==> config.mk <==
export PLATFORM = sky130hd
export DESIGN_NAME = shp_host_port
export DESIGN_NICKNAME = d
export VERILOG_FILES = /design/src/inc/shp_pkg.sv /design/src/core/shp_host_port.sv
export SDC_FILE = /design/constraint.sdc
export NUM_CORES = 1
export LEC_CHECK = 0
export BUFFER_PORTS_ARGS = -buffer_cell sky130_fd_sc_hd__buf_4
export CAP_MARGIN = 30
export CELL_PAD_IN_SITES_DETAIL_PLACEMENT = 1
export CELL_PAD_IN_SITES_GLOBAL_PLACEMENT = 2
export CORE_ASPECT_RATIO = 0.5
export CORE_UTILIZATION = 30
export CTS_CLUSTER_SIZE = 28
export DETAILED_ROUTE_END_ITERATION = 6
export PLACE_DENSITY_LB_ADDON = 0.25
export SKIP_LAST_GASP = 1
export SYNTH_ARGS = -nofsm -noshare
export SYNTH_HDL_FRONTEND = slang
export SYNTH_SLANG_ARGS = --single-unit
==> constraint.sdc <==
create_clock -name clk_sys -period 3.5 [get_ports clk_sys]
set_clock_uncertainty 0.15 [all_clocks]
set_input_delay 0.875 -clock clk_sys [delete_from_list [all_inputs] [get_ports clk_sys]]
set_output_delay 0.875 -clock clk_sys [all_outputs]
set_load 0.1 [all_outputs]
==> src/inc/shp_pkg.sv <==
// Purpose: shared constants of the slave host port
// Assumes: one 40 MHz clock, all pins synchronous to it
// Notes:   status layout and opcodes of the embedded controller
package shp_pkg;
   // instruction opcodes seen on the internal cpu side
   localparam logic [7:0] OP_STATUS_MOVE = 8'h90;
   localparam logic [7:0] OP_EN_DMA      = 8'he5;
   localparam logic [7:0] OP_GATE_EN     = 8'h33;
   localparam logic [7:0] OP_EN_FLAGS    = 8'hf4;   // value arbitrary, not fixed elsewhere
   // gate line command bytes
   localparam logic [7:0] CMD_WRITE_OUT  = 8'hd1;
   localparam logic [7:0] CMD_NULL       = 8'hff;
   // host_status field positions
   localparam int ST_OBF  = 0;
   localparam int ST_IBF  = 1;
   localparam int ST_F0   = 2;
   localparam int ST_CMD  = 3;
   localparam int ST_USR  = 4;
   // port 2 bit positions
   localparam int P2_GATE = 1;
   localparam int P2_OBF  = 4;
   localparam int P2_IBF  = 5;
   localparam int P2_DRQ  = 6;
   localparam int P2_DMA_ACKNOWLEDGE_IN = 7;
   // reset values and sizes
   localparam logic [7:0] P2_RESET   = 8'hff;
   localparam logic [3:0] USR_RESET  = 4'h0;
   localparam int         FIFO_DEPTH = 16;
   localparam int         FIFO_WIDTH = 9;          // command flag plus byte
endpackage

==> src/core/shp_host_port.sv <==
// Purpose: host side byte buffers, status, flag pins, dma handshake, gate line
// Assumes: host strobes and pins already synchronous to clk_sys
// Notes:   input byte path runs through a 16 entry fifo toward the cpu
//
// Notes on behaviour
// separate host input buffer and host output buffer
// status move opcode 90h copies accumulator bits 4-7, bits 0-3 kept
// buffer flags update only after the trailing edge of a host strobe
// cpu status changes held back while host reads status; code holds user bits and output-full, not input-full
// port 2 bits 4,5 plain port until flag-enable instruction
// flags on: bit4 written 1 follows output-full, written 0 stays low
// flags on: bit5 written 1 shows inverse input-full, 0 stays low
// port 2 bits 6,7 plain until dma-enable opcode 0e5h
// dma on: writing 1 to port 2 bit 6 raises dma request
// request drops on ack with host strobe or repeated dma-enable
// dma acknowledge selects the data buffers in place of chip select
// gate logic stays on after its enable until reset
// gate on: port 2 bit 1 readable output, changed only by d1 sequence
// command d1h then data byte sets gate pin with no cpu work
// only data bit 1 of the sequence data is copied to the pin
// input-full never set during a valid gate sequence
// ffh after valid sequence leaves input-full clear, else acts normally
// d1h then another command: both later writes set input-full, pin kept
// gate pin holds during command writes, changes on data write
// gate enable decoded from opcode 33h
// select high marks a command byte, command flag records last kind; code leaves the flag unchanged on d1h, gate data and trailing ffh writes
`timescale 1ns/1ps
`default_nettype none

////////////////////////////////////////////////////////////////////////////////
module shp_fifo #(
   parameter int W = 9,
   parameter int D = 16
) (
   input  wire logic         clk_sys,    // system clock
   input  wire logic         reset_n,    // async reset, active low
   input  wire logic         in_valid,   // write request
   output logic              in_ready,   // room available
   input  wire logic [W-1:0] in_data,    // write word
   output logic              out_valid,  // word available
   input  wire logic         out_ready,  // reader takes word
   output logic [W-1:0]      out_data    // head word
);
   localparam int AW = $clog2(D);
   typedef struct packed {
      logic [AW-1:0] wr_ptr;
      logic [AW-1:0] rd_ptr;
      logic [AW:0]   count;
   } shp_fifo_st_t;

   shp_fifo_st_t   st_reg;
   shp_fifo_st_t   st_next;
   logic [W-1:0]   mem [D];
   logic           do_push;
   logic           do_pop;

   assign in_ready  = (st_reg.count != (AW+1)'(D));
   assign out_valid = (st_reg.count != '0);
   assign out_data  = mem[st_reg.rd_ptr];
   assign do_push   = in_valid & in_ready;
   assign do_pop    = out_valid & out_ready;

   always_comb begin
      st_next = st_reg;
      if (do_push) begin
         st_next.wr_ptr = st_reg.wr_ptr + 1'b1;
      end
      if (do_pop) begin
         st_next.rd_ptr = st_reg.rd_ptr + 1'b1;
      end
      case ({do_push, do_pop})
         2'b10:   st_next.count = st_reg.count + 1'b1;
         2'b01:   st_next.count = st_reg.count - 1'b1;
         default: st_next.count = st_reg.count;
      endcase
   end

   always_ff @(posedge clk_sys or negedge reset_n) begin
      if (!reset_n) begin
         st_reg <= '0;
      end else begin
         st_reg <= st_next;
      end
   end

   // storage carries no reset, only pointers and count do
   always_ff @(posedge clk_sys) begin
      if (do_push) begin
         mem[st_reg.wr_ptr] <= in_data;
      end
   end
endmodule // shp_fifo

////////////////////////////////////////////////////////////////////////////////
module shp_host_port (
   input  wire logic       clk_sys,        // system clock, 40 MHz
   input  wire logic       reset_n,        // async reset, active low
   // host bus
   input  wire logic       cs_n,           // chip select, active low
   input  wire logic       rd_n,           // host read strobe, active low
   input  wire logic       wr_n,           // host write strobe, active low
   input  wire logic       command_data_select, // 1 command or status, 0 data
   input  wire logic [7:0] host_din,       // host write data
   output logic [7:0]      host_dout,      // host read data
   output logic            host_dout_oe,   // high while driving the data bus
   output logic            host_in_ready,  // input fifo has room
   // internal cpu
   input  wire logic       instr_valid,    // one-cycle instruction strobe
   input  wire logic [7:0] instr_opcode,   // executed opcode
   input  wire logic [7:0] acc,            // accumulator value
   input  wire logic       p2_wr,          // cpu writes port 2
   input  wire logic [7:0] p2_wr_data,     // port 2 write value
   output logic [7:0]      p2_rd_data,     // port 2 as seen by cpu
   input  wire logic       cpu_out_wr,     // cpu loads output buffer
   input  wire logic [7:0] cpu_out_data,   // output buffer byte
   output logic            cpu_in_valid,   // input byte waiting
   input  wire logic       cpu_in_ready,   // cpu takes input byte
   output logic [7:0]      cpu_in_data,    // input byte
   output logic            cpu_in_is_cmd,  // byte was a command
   output logic [7:0]      host_status,    // status register copy
   // port 2 pins
   input  wire logic [7:0] p2_in,          // port 2 pin levels
   output logic [7:0]      p2_out          // port 2 drive levels
);
   typedef struct packed {
      logic       rd_n_d;      // previous strobe levels
      logic       wr_n_d;
      logic       cs_n_d;
      logic       a0_d;
      logic       dma_acknowledge_in_d;
      logic [7:0] din_d;
      logic [7:0] out_buf;
      logic       output_buffer_full;
      logic       cmd_flag;
      logic [3:0] usr;
      logic [3:0] usr_pend;
      logic       usr_pend_v;
      logic [7:0] out_pend;
      logic       out_pend_v;
      logic       flags_en;
      logic       dma_en;
      logic       dma_request_out;
      logic       gate_en;
      logic       gate;
      logic       d1_seen;
      logic       seq_done;
      logic [7:0] p2_latch;
      logic [7:0] p2_drv;
      logic [7:0] dout;
      logic       dout_oe;
   } shp_st_t;

   shp_st_t    st_reg;
   shp_st_t    st_next;
   logic       fifo_push;
   logic       fifo_ready;
   logic [8:0] fifo_out;
   logic       input_buffer_full;
   logic       dma_acknowledge_in;
   logic       sel_now;
   logic       wr_end;
   logic       rd_end;
   logic       sel_data;
   logic       sel_any;
   logic       stat_lock;
   logic       op_hit;
   logic [7:0] status_now;

   ////////////////////////////////////////////////////////////////////////////
   // host side decode

   assign dma_acknowledge_in     = st_reg.dma_en & ~p2_in[shp_pkg::P2_DMA_ACKNOWLEDGE_IN];
   assign sel_now  = ~cs_n | dma_acknowledge_in;
   // trailing edge seen as soon as the strobe rises, against its level registered at the last edge
   assign wr_end   = ~st_reg.wr_n_d & wr_n;
   assign rd_end   = ~st_reg.rd_n_d & rd_n;
   assign sel_any  = ~st_reg.cs_n_d | st_reg.dma_acknowledge_in_d;
   // acknowledge always reaches a data buffer whatever the select line says
   assign sel_data = st_reg.dma_acknowledge_in_d | (~st_reg.cs_n_d & ~st_reg.a0_d);
   assign stat_lock = ~rd_n & ~cs_n & command_data_select & ~dma_acknowledge_in;
   assign op_hit   = instr_valid;
   assign input_buffer_full      = cpu_in_valid;

   assign status_now = {st_reg.usr, st_reg.cmd_flag, 1'b0, input_buffer_full, st_reg.output_buffer_full};

   ////////////////////////////////////////////////////////////////////////////
   // host input path

   shp_fifo #(
      .W (shp_pkg::FIFO_WIDTH),
      .D (shp_pkg::FIFO_DEPTH)
   ) u_in_fifo (
      .clk_sys   (clk_sys),
      .reset_n   (reset_n),
      .in_valid  (fifo_push),
      .in_ready  (fifo_ready),
      .in_data   ({~sel_data, st_reg.din_d}),
      .out_valid (cpu_in_valid),
      .out_ready (cpu_in_ready),
      .out_data  (fifo_out)
   );

   assign cpu_in_data   = fifo_out[7:0];
   assign cpu_in_is_cmd = fifo_out[8];
   assign host_in_ready = fifo_ready;

   ////////////////////////////////////////////////////////////////////////////
   // next state

   always_comb begin
      st_next   = st_reg;
      fifo_push = 1'b0;

      st_next.rd_n_d = rd_n;
      st_next.wr_n_d = wr_n;
      st_next.cs_n_d = cs_n;
      st_next.a0_d   = command_data_select;
      st_next.dma_acknowledge_in_d = dma_acknowledge_in;
      if (!wr_n) begin
         st_next.din_d = host_din;
      end

      // host write, acted on after the strobe ends
      if (wr_end && sel_any) begin
         if (!sel_data) begin
            if (st_reg.gate_en && st_reg.din_d == shp_pkg::CMD_WRITE_OUT) begin
               st_next.d1_seen  = 1'b1;
               st_next.seq_done = 1'b0;
            end else if (st_reg.seq_done && st_reg.din_d == shp_pkg::CMD_NULL) begin
               st_next.seq_done = 1'b0;
            end else begin
               // any other command breaks a pending sequence
               fifo_push        = 1'b1;
               st_next.cmd_flag = 1'b1;
               st_next.d1_seen  = 1'b0;
               st_next.seq_done = 1'b0;
            end
         end else if (st_reg.d1_seen) begin
            st_next.gate     = st_reg.din_d[1];
            st_next.d1_seen  = 1'b0;
            st_next.seq_done = 1'b1;
         end else begin
            fifo_push        = 1'b1;
            st_next.cmd_flag = 1'b0;
            st_next.seq_done = 1'b0;
         end
      end

      // host read of the output buffer clears its flag
      if (rd_end && sel_data) begin
         st_next.output_buffer_full = 1'b0;
      end

      // dma request drops on acknowledged strobe
      if ((rd_end || wr_end) && st_reg.dma_acknowledge_in_d) begin
         st_next.dma_request_out = 1'b0;
      end

      // cpu loads output buffer; byte and full flag both wait out a status read
      if (cpu_out_wr) begin
         st_next.out_pend   = cpu_out_data;
         st_next.out_pend_v = 1'b1;
      end
      if (st_next.out_pend_v && !stat_lock) begin
         st_next.out_buf    = st_next.out_pend;
         st_next.output_buffer_full        = 1'b1;
         st_next.out_pend_v = 1'b0;
      end

      // instruction decode
      if (op_hit) begin
         case (instr_opcode)
            shp_pkg::OP_STATUS_MOVE: begin
               st_next.usr_pend   = acc[7:4];
               st_next.usr_pend_v = 1'b1;
            end
            shp_pkg::OP_EN_FLAGS: begin
               st_next.flags_en = 1'b1;
            end
            shp_pkg::OP_EN_DMA: begin
               st_next.dma_en = 1'b1;
               st_next.dma_request_out    = 1'b0;
            end
            shp_pkg::OP_GATE_EN: begin
               st_next.gate_en = 1'b1;
            end
            default: begin
               st_next.dma_en = st_next.dma_en;
            end
         endcase
      end
      // user bits land with the move unless a status read holds them back
      if (st_next.usr_pend_v && !stat_lock) begin
         st_next.usr        = st_next.usr_pend;
         st_next.usr_pend_v = 1'b0;
      end

      // cpu port 2 write; gate bit is out of the cpu's reach once enabled
      if (p2_wr) begin
         st_next.p2_latch = p2_wr_data;
         if (st_reg.gate_en) begin
            st_next.p2_latch[shp_pkg::P2_GATE] = st_reg.p2_latch[shp_pkg::P2_GATE];
         end
         if (st_next.dma_en && p2_wr_data[shp_pkg::P2_DRQ]) begin
            st_next.dma_request_out = 1'b1;
         end
      end

      // pin drive, registered so the pins never glitch, all but bit 5 with flags on
      st_next.p2_drv = st_next.p2_latch;
      if (st_next.gate_en) begin
         st_next.p2_drv[shp_pkg::P2_GATE] = st_next.gate;
      end
      if (st_next.flags_en) begin
         st_next.p2_drv[shp_pkg::P2_OBF] =
            st_next.p2_latch[shp_pkg::P2_OBF] & st_next.output_buffer_full;
      end
      if (st_next.dma_en) begin
         st_next.p2_drv[shp_pkg::P2_DRQ]  = st_next.dma_request_out;
         // acknowledge pin is an input, left weakly high
         st_next.p2_drv[shp_pkg::P2_DMA_ACKNOWLEDGE_IN] = 1'b1;
      end

      // host read data
      st_next.dout_oe = ~rd_n & sel_now;
      if (command_data_select && !dma_acknowledge_in) begin
         st_next.dout = status_now;
      end else begin
         st_next.dout = st_reg.out_buf;
      end
   end

   ////////////////////////////////////////////////////////////////////////////
   // state register

   always_ff @(posedge clk_sys or negedge reset_n) begin
      if (!reset_n) begin
         st_reg          <= '0;
         st_reg.rd_n_d   <= 1'b1;
         st_reg.wr_n_d   <= 1'b1;
         st_reg.cs_n_d   <= 1'b1;
         st_reg.usr      <= shp_pkg::USR_RESET;
         st_reg.p2_latch <= shp_pkg::P2_RESET;
         st_reg.p2_drv   <= shp_pkg::P2_RESET;
      end else begin
         st_reg <= st_next;
      end
   end

   ////////////////////////////////////////////////////////////////////////////
   // outputs

   assign host_dout    = st_reg.dout;
   assign host_dout_oe = st_reg.dout_oe;
   assign host_status  = status_now;

   always_comb begin
      p2_rd_data = p2_in;
      p2_out     = st_reg.p2_drv;
      if (st_reg.gate_en) begin
         p2_rd_data[shp_pkg::P2_GATE] = st_reg.gate;
      end
      if (st_reg.flags_en) begin
         p2_out[shp_pkg::P2_IBF] = st_reg.p2_latch[shp_pkg::P2_IBF] & ~input_buffer_full; // pop shows at once
      end
   end
endmodule // shp_host_port

`default_nettype wire

======== Word-level counts from Yosys, hierarchy flattened ========
Memories as Yosys holds them, arrays and structs flattened.
Index checks and enable logic that the tools add are counted.
operators by class
  add/sub/neg operators ................... 4
  eq/ne operators ......................... 13
  muxes and demuxes ....................... 42
  bitwise operators ....................... 25
  reduce and logical (&&, ||, !) cells .... 16
operators by type and width
  operator                                             count
  equality test 8 bit, second input constant           5
  2-to-1 mux 1 bit                                     30
  2-to-1 mux 8 bit                                     2
  bitwise AND 1 bit                                    12
  2-to-1 mux 5 bit                                     2
  NOT 1 bit                                            10
  one-hot mux 5 bit (2 select lines)                   1
  logical AND 1 bit                                    9
  2-to-1 mux 9 bit                                     1
  adder 4 x 1 -> 4 bit, second input constant          2
  equality test 8 x 6 -> 1 bit, second input constant  1
  2-to-1 mux 2 bit                                     4
  != test 2 bit, second input constant                 3
  adder 5 x 1 -> 5 bit, second input constant          1
  != test 5 bit, second input constant                 1
  nonzero test 5 bit                                   1
  subtractor 5 x 1 -> 5 bit, second input constant     1
  2-to-1 mux 4 bit                                     1
  AND reduction 4 bit                                  1
  2-to-1 mux 3 bit                                     1
  != test 3 bit, second input constant                 1
  OR 1 bit                                             3
  equality test 2 x 1 -> 1 bit, second input constant  1
  equality test 2 bit, second input constant           1
  4 further kinds                                      5
word-level totals
  register bits after elaboration ......... 86
  RAM bits ................................ 144
  input port bits ......................... 58
  output and inout bits ................... 44
  word-level logic and storage cells ...... 129
  memories kept ........................... 1
memories
  memory         words  bits a word  rd ports  clocked after Yosys merged registers in  write ports  RTL line             RTL
  u_in_fifo.mem  16     9            1         0                                        1            shp_host_port.sv:53  logic [W-1:0] mem [D];

======== Logic depth before layout (Yosys ltp) ========
  depth after elaboration ................. 11
  depth in mapped cells ................... 15

======== Hierarchy ========
Synthesis repeated with hierarchy kept, for this count alone.
second synthesis, totals
  cell total of the unflattened synthesis .. 590
  area total of the unflattened synthesis .. 9490.4 um2
modules (own cells, without submodules)
  module         times used  cells an instance  area each (um2)
  shp_fifo       1           360                6427.4
  shp_host_port  1           230                3062.9

======== Worst setup path before layout ========
Ideal clock, no wire load.
  path type ............................... register to output
  from .................................... reg u_in_fifo.st_reg[1] (netlist bit)
  to ...................................... out p2_out[5]
  data arrival time ....................... 3.950 ns
  required time ........................... 2.475 ns
  setup slack ............................. -1.475 ns
  cell stages (with the launch flop) ...... 5
  buffers on the path ..................... 1
  cells stage by stage .................... dfrtp_1 -> clkbuf_1 -> nor4_1 -> nand2b_1 -> a21boi_0
on the way
  cells in the longest elaborated chain, start to end .. 4
RTL lines
  item                    RTL line              RTL
  start, declared         shp_host_port.sv:51   shp_fifo_st_t st_reg;
  start signal, assigned  shp_host_port.sv:82   st_reg <= st_next;
  nonzero test 5 bit      shp_host_port.sv:58   assign out_valid = (st_reg.count != '0);
  via cpu_in_valid        shp_host_port.sv:116  output logic cpu_in_valid,
  NOT 1 bit               shp_host_port.sv:364  p2_out[shp_pkg::P2_IBF] = st_reg.p2_latch[shp_pkg::P2_IBF] & ~input_buffer_full;
  bitwise AND 1 bit       shp_host_port.sv:364
  2-to-1 mux 1 bit        shp_host_port.sv:363  if (st_reg.flags_en) begin
  end, declared           shp_host_port.sv:123  output logic [7:0] p2_out
The timed path passes the listed nets, and every way through them passes these cells.

======== Worst setup path after layout ========
  from .................................... reg u_in_fifo.st_reg[5] (netlist bit)
  to ...................................... out cpu_in_data[5]
on the way
  cells in the longest elaborated chain, start to end .. 1
RTL lines
  item                      RTL line              RTL
  memory read (16 x 9 bit)  --
  end, declared             shp_host_port.sv:118  output logic [7:0] cpu_in_data,
No other way between the ends.

==> flow_metrics.py <==
metrics = {
    "run_status": {
        "outcome": "finished with violations",
        "violations": "negative setup slack",
    },
    "detailed_routing": {
        "viasPerCell": 4.686,
        "drtIter0Drc": 246,
        "ant_nets": 0,
        "wirelength_um": 21830,
        "via_count": 4906,
        "drt_pass1_iterations": 4,
        "routedWlPerCell_um": 20.85,
        "drc_errors": 0,
    },
    "yosys": {
        "synth.avg_cell_area_um2": 17.32,
        "seq_area_frac_synth": 0.6913,
        "synth_top_family_by_area": "multiplexers",
        "ys_ff_latch": 226,
        "synth_fa_ha_area_frac": 0.01217,
        "syn_inst": 534,
        "yosysWarnings": 0,
        "syn-num-nets": 601,
        "synth-xor-area-share": 0.01231,
        "yosys.area_share.simple": 0.05640,
        "syn_area_mm2": 0.009250,
        "synth_edf_count": 144,
        "synthArstFlopShare": 0.3628,
        "synth-compound-area-share": 0.02543,
        "synth.mux.area_fraction": 0.1631,
        "synth_top_flop_cell": "edfxtp_1",
        "yosysUniqueCellTypes": 45,
    },
    "global_route": {
        "grt_max_degree": 46,
        "grt_overflow": 0,
        "grt_usage": 0.1422,
        "grt_pass1_wl_um": 33560,
        "grt_pass1_vias": 5434,
        "antenna_found_initial": 0,
    },
    "cts": {
        "clkLatencyLatePin_ps": 520,
        "cts_tree": "done",
        "cts_buffer_depth": 3,
        "clock-root-buffer": "clkbuf_16",
        "h-tree-depth": 1,
        "cts_buffers": 23,
        "cts.sinks": 226,
        "clk_pin_slew_ps": 60,
        "hold_buffers": 0,
    },
    "worst_setup_path": {
        "crit_start": "u_in_fifo.st_reg[5]",
        "startpoint_type": "flip-flop",
        "crit_required_ps": 2470,
        "regToRegEndpoint": "u_in_fifo.st_reg[4]",
        "reg2reg_from": "u_in_fifo.st_reg[1]",
        "endpoint": "cpu_in_data[5]",
        "critPathMaxFanout": 6,
        "r2r_cells": 10,
        "critPathKind": "flip-flop to output pin",
        "reg2reg_slack_ps": 630,
        "crit_arrival_ps": 2480,
        "end_kind": "output pin",
    },
    "finish": {
        "num-fill-cells": 2984,
        "antennaDiodeCount": 0,
        "final-instance-count-excl-fill": 1047,
        "postLayoutCoreUtil": 0.3751,
        "area_growth_pct": 23.08,
        "final_nets": 698,
        "fin_area_mm2": 0.01138,
        "drive_gt1_frac": 0.4290,
        "largest_reg_flops": 144,
    },
    "place": {
        "hpwl_um": 13840,
        "gp_congestion": 0.6974,
        "placed_cells": 1001,
        "portBuffers": 84,
        "dpl-instance-area_mm2": 0.01040,
    },
    "timing": {
        "relSlewSlack": 0.5447,
        "hold_viol": 0,
        "setup_violations": 2,
        "finalCritPeriodShare": 1.003,
        "worst_slack_ps": -9.128,
        "fin_tns_setup_ps": -15.11,
        "holdWs_ps": 198.5,
        "max_freq_mhz": 285.0,
        "worst_slew_pin_slew_ps": 682.9,
        "drv_slew": 0,
        "rsz0062_at_grt": "yes",
        "post-route-min-period_ps": 3509,
    },
    "power_and_ir_drop": {
        "p_int_uw": 5997,
        "p_leak_uw": 0.004298,
        "ir_worst_vdd_mv": 0.3317,
        "power_switching_share": 0.3485,
        "p_sw_uw": 3208,
        "p_clk_frac": 0.297,
        "power.density_mw_per_mm2": 808.6,
        "pwr-share-seq": 0.358,
        "combPwrFrac": 0.345,
    },
    "die": {
        "pin_count": 102,
        "die_y_um": 126.2,
        "start_util": 0.3048,
        "fp.dieW_um": 250.3,
        "core-area_mm2": 0.03035,
        "dieArea_mm2": 0.03158,
        "rows": 45,
    },
    "worst_hold_path": {
        "min_path_type": "primary input to async pin",
    },
    "flow_run": {
        "cap_violations": 0,
    },
}
-- cell families after synthesis --
kind of cell	Yosys count
multiplexers	89
buffers and inverters	63
XOR/XNOR	13
adder cells (fa/ha/maj)	9
AO/OA/AOI/OAI	37
AND/OR/NAND/NOR	96
flip-flops	226
other	1
-- worst max-delay path: stages, from the launching register on --
cell and delay (ps):
dfrtp_2 450, buf_12 160, buf_16 130, mux4_2 510
mux4_2 520, buf_12 190
-- through the flow --
stage          total power (uW)  worst slack [ps]
6_report                   9205            -9.128
5_1_grt                    9603            -86.20
4_1_cts                    9336            -38.33
3_5_place_dp               6311             206.3
3_3_place_gp               6273             280.5
2_1_floorplan              5629             17.42
-- power by group through the flow --
stage | logic (uW) | registers (uW) | clock network (uW)
floorplan | 2400 | 3230 | 0
global placement | 2940 | 3340 | 0
detailed placement | 2960 | 3350 | 0
CTS | 3220 | 3300 | 2810
global route | 3370 | 3330 | 2910
finish | 3180 | 3300 | 2730
-- cells in the mapped netlist, drive strengths merged (2+ instances only) --
library cell | count | area (um^2)
edfxtp | 144 | 4324
nor2 | 16 | 60.06
nand4 | 2 | 12.51
xnor2 | 5 | 43.79
and3 | 11 | 68.82
nand2b | 6 | 37.54
xor2 | 8 | 70.07
and4 | 5 | 43.79
mux4 | 45 | 1013
nor2b | 5 | 31.28
ha | 9 | 112.6
clkbuf | 12 | 45.04
nand4b | 2 | 17.52
nor3 | 2 | 10.01
dfstp | 15 | 394.1
o21a | 2 | 15.01
and2 | 4 | 25.02
dfrtp | 67 | 1677
nand2 | 29 | 116.4
mux2 | 44 | 495.5
o21ai | 7 | 35.03
a21oi | 10 | 50.05
nor4 | 4 | 31.28
o22ai | 4 | 25.02
inv | 11 | 41.29
buf | 40 | 272.8
nand3 | 5 | 25.02
a31oi | 3 | 18.77
o31ai | 2 | 15.01
a21boi | 3 | 22.52
or4 | 2 | 15.01
-- layout by cell type, fill, tap and decap left out, types with 3 or more instances in the layout --
master / netlist / layout
o22ai_1: 4 / 4
ha_1: 9 / 9
clkinv_2: 0 / 3
clkinvlp_4: 0 / 3
edfxtp_1: 144 / 144
dfstp_2: 15 / 15
nand2b_1: 6 / 5
a31oi_1: 3 / 3
nand2_1: 28 / 27
buf_4: 31 / 108
buf_12: 0 / 7
o21ai_0: 7 / 7
xor2_1: 8 / 8
and4_1: 5 / 5
mux2_2: 44 / 44
clkbuf_1: 12 / 3
bufinv_16: 0 / 5
clkbuf_16: 0 / 23
a21oi_1: 10 / 10
clkbuf_8: 0 / 3
nor2_1: 16 / 15
dfrtp_1: 67 / 66
and2_1: 4 / 4
nor2b_1: 5 / 5
mux4_2: 45 / 45
buf_6: 0 / 7
nand3_1: 5 / 5
xnor2_1: 5 / 5
and3_1: 11 / 11
inv_1: 11 / 11
-- worst min-delay path by stage --
stage | start | to | slack [ps]
final | reset_n | u_in_fifo.st_reg[8] | 200
after global routing | reset_n | u_in_fifo.st_reg[8] | 220
after CTS | reset_n | st_reg[64] | 210
after detailed placement | st_reg[25] | st_reg[25] | 310
after global placement | st_reg[45] | st_reg[45] | 310
after floorplan | st_reg[25] | st_reg[25] | 290
-- layer usage --
layer,track usage,part of all wire
met5,0,0
met4,0.03609,0.021
met3,0.02997,0.041
met2,0.2294,0.47
met1,0.1960,0.46
-- layout make-up --
type,instances,area (um^2),share of cell area
clock inverters,13,214.0,0.01879
clock buffers,29,628.1,0.05517
flip-flops and latches,226,6396,0.5618
multi-input cells,245,2521,0.2215
inverters,11,41.29,0.003627
well taps,399,499.2,0.04385
repair buffers,124,1085,0.09528
-- timing repair --
action,in CTS,in global routing
endpoints found under the setup margin,9,8
gates resized for setup,16,2
setup buffers,2,0
pin swaps,0,0
hold endpoints to repair,0,0
gates cloned,2,0
Note: power is estimated with default switching activity, not from simulation.
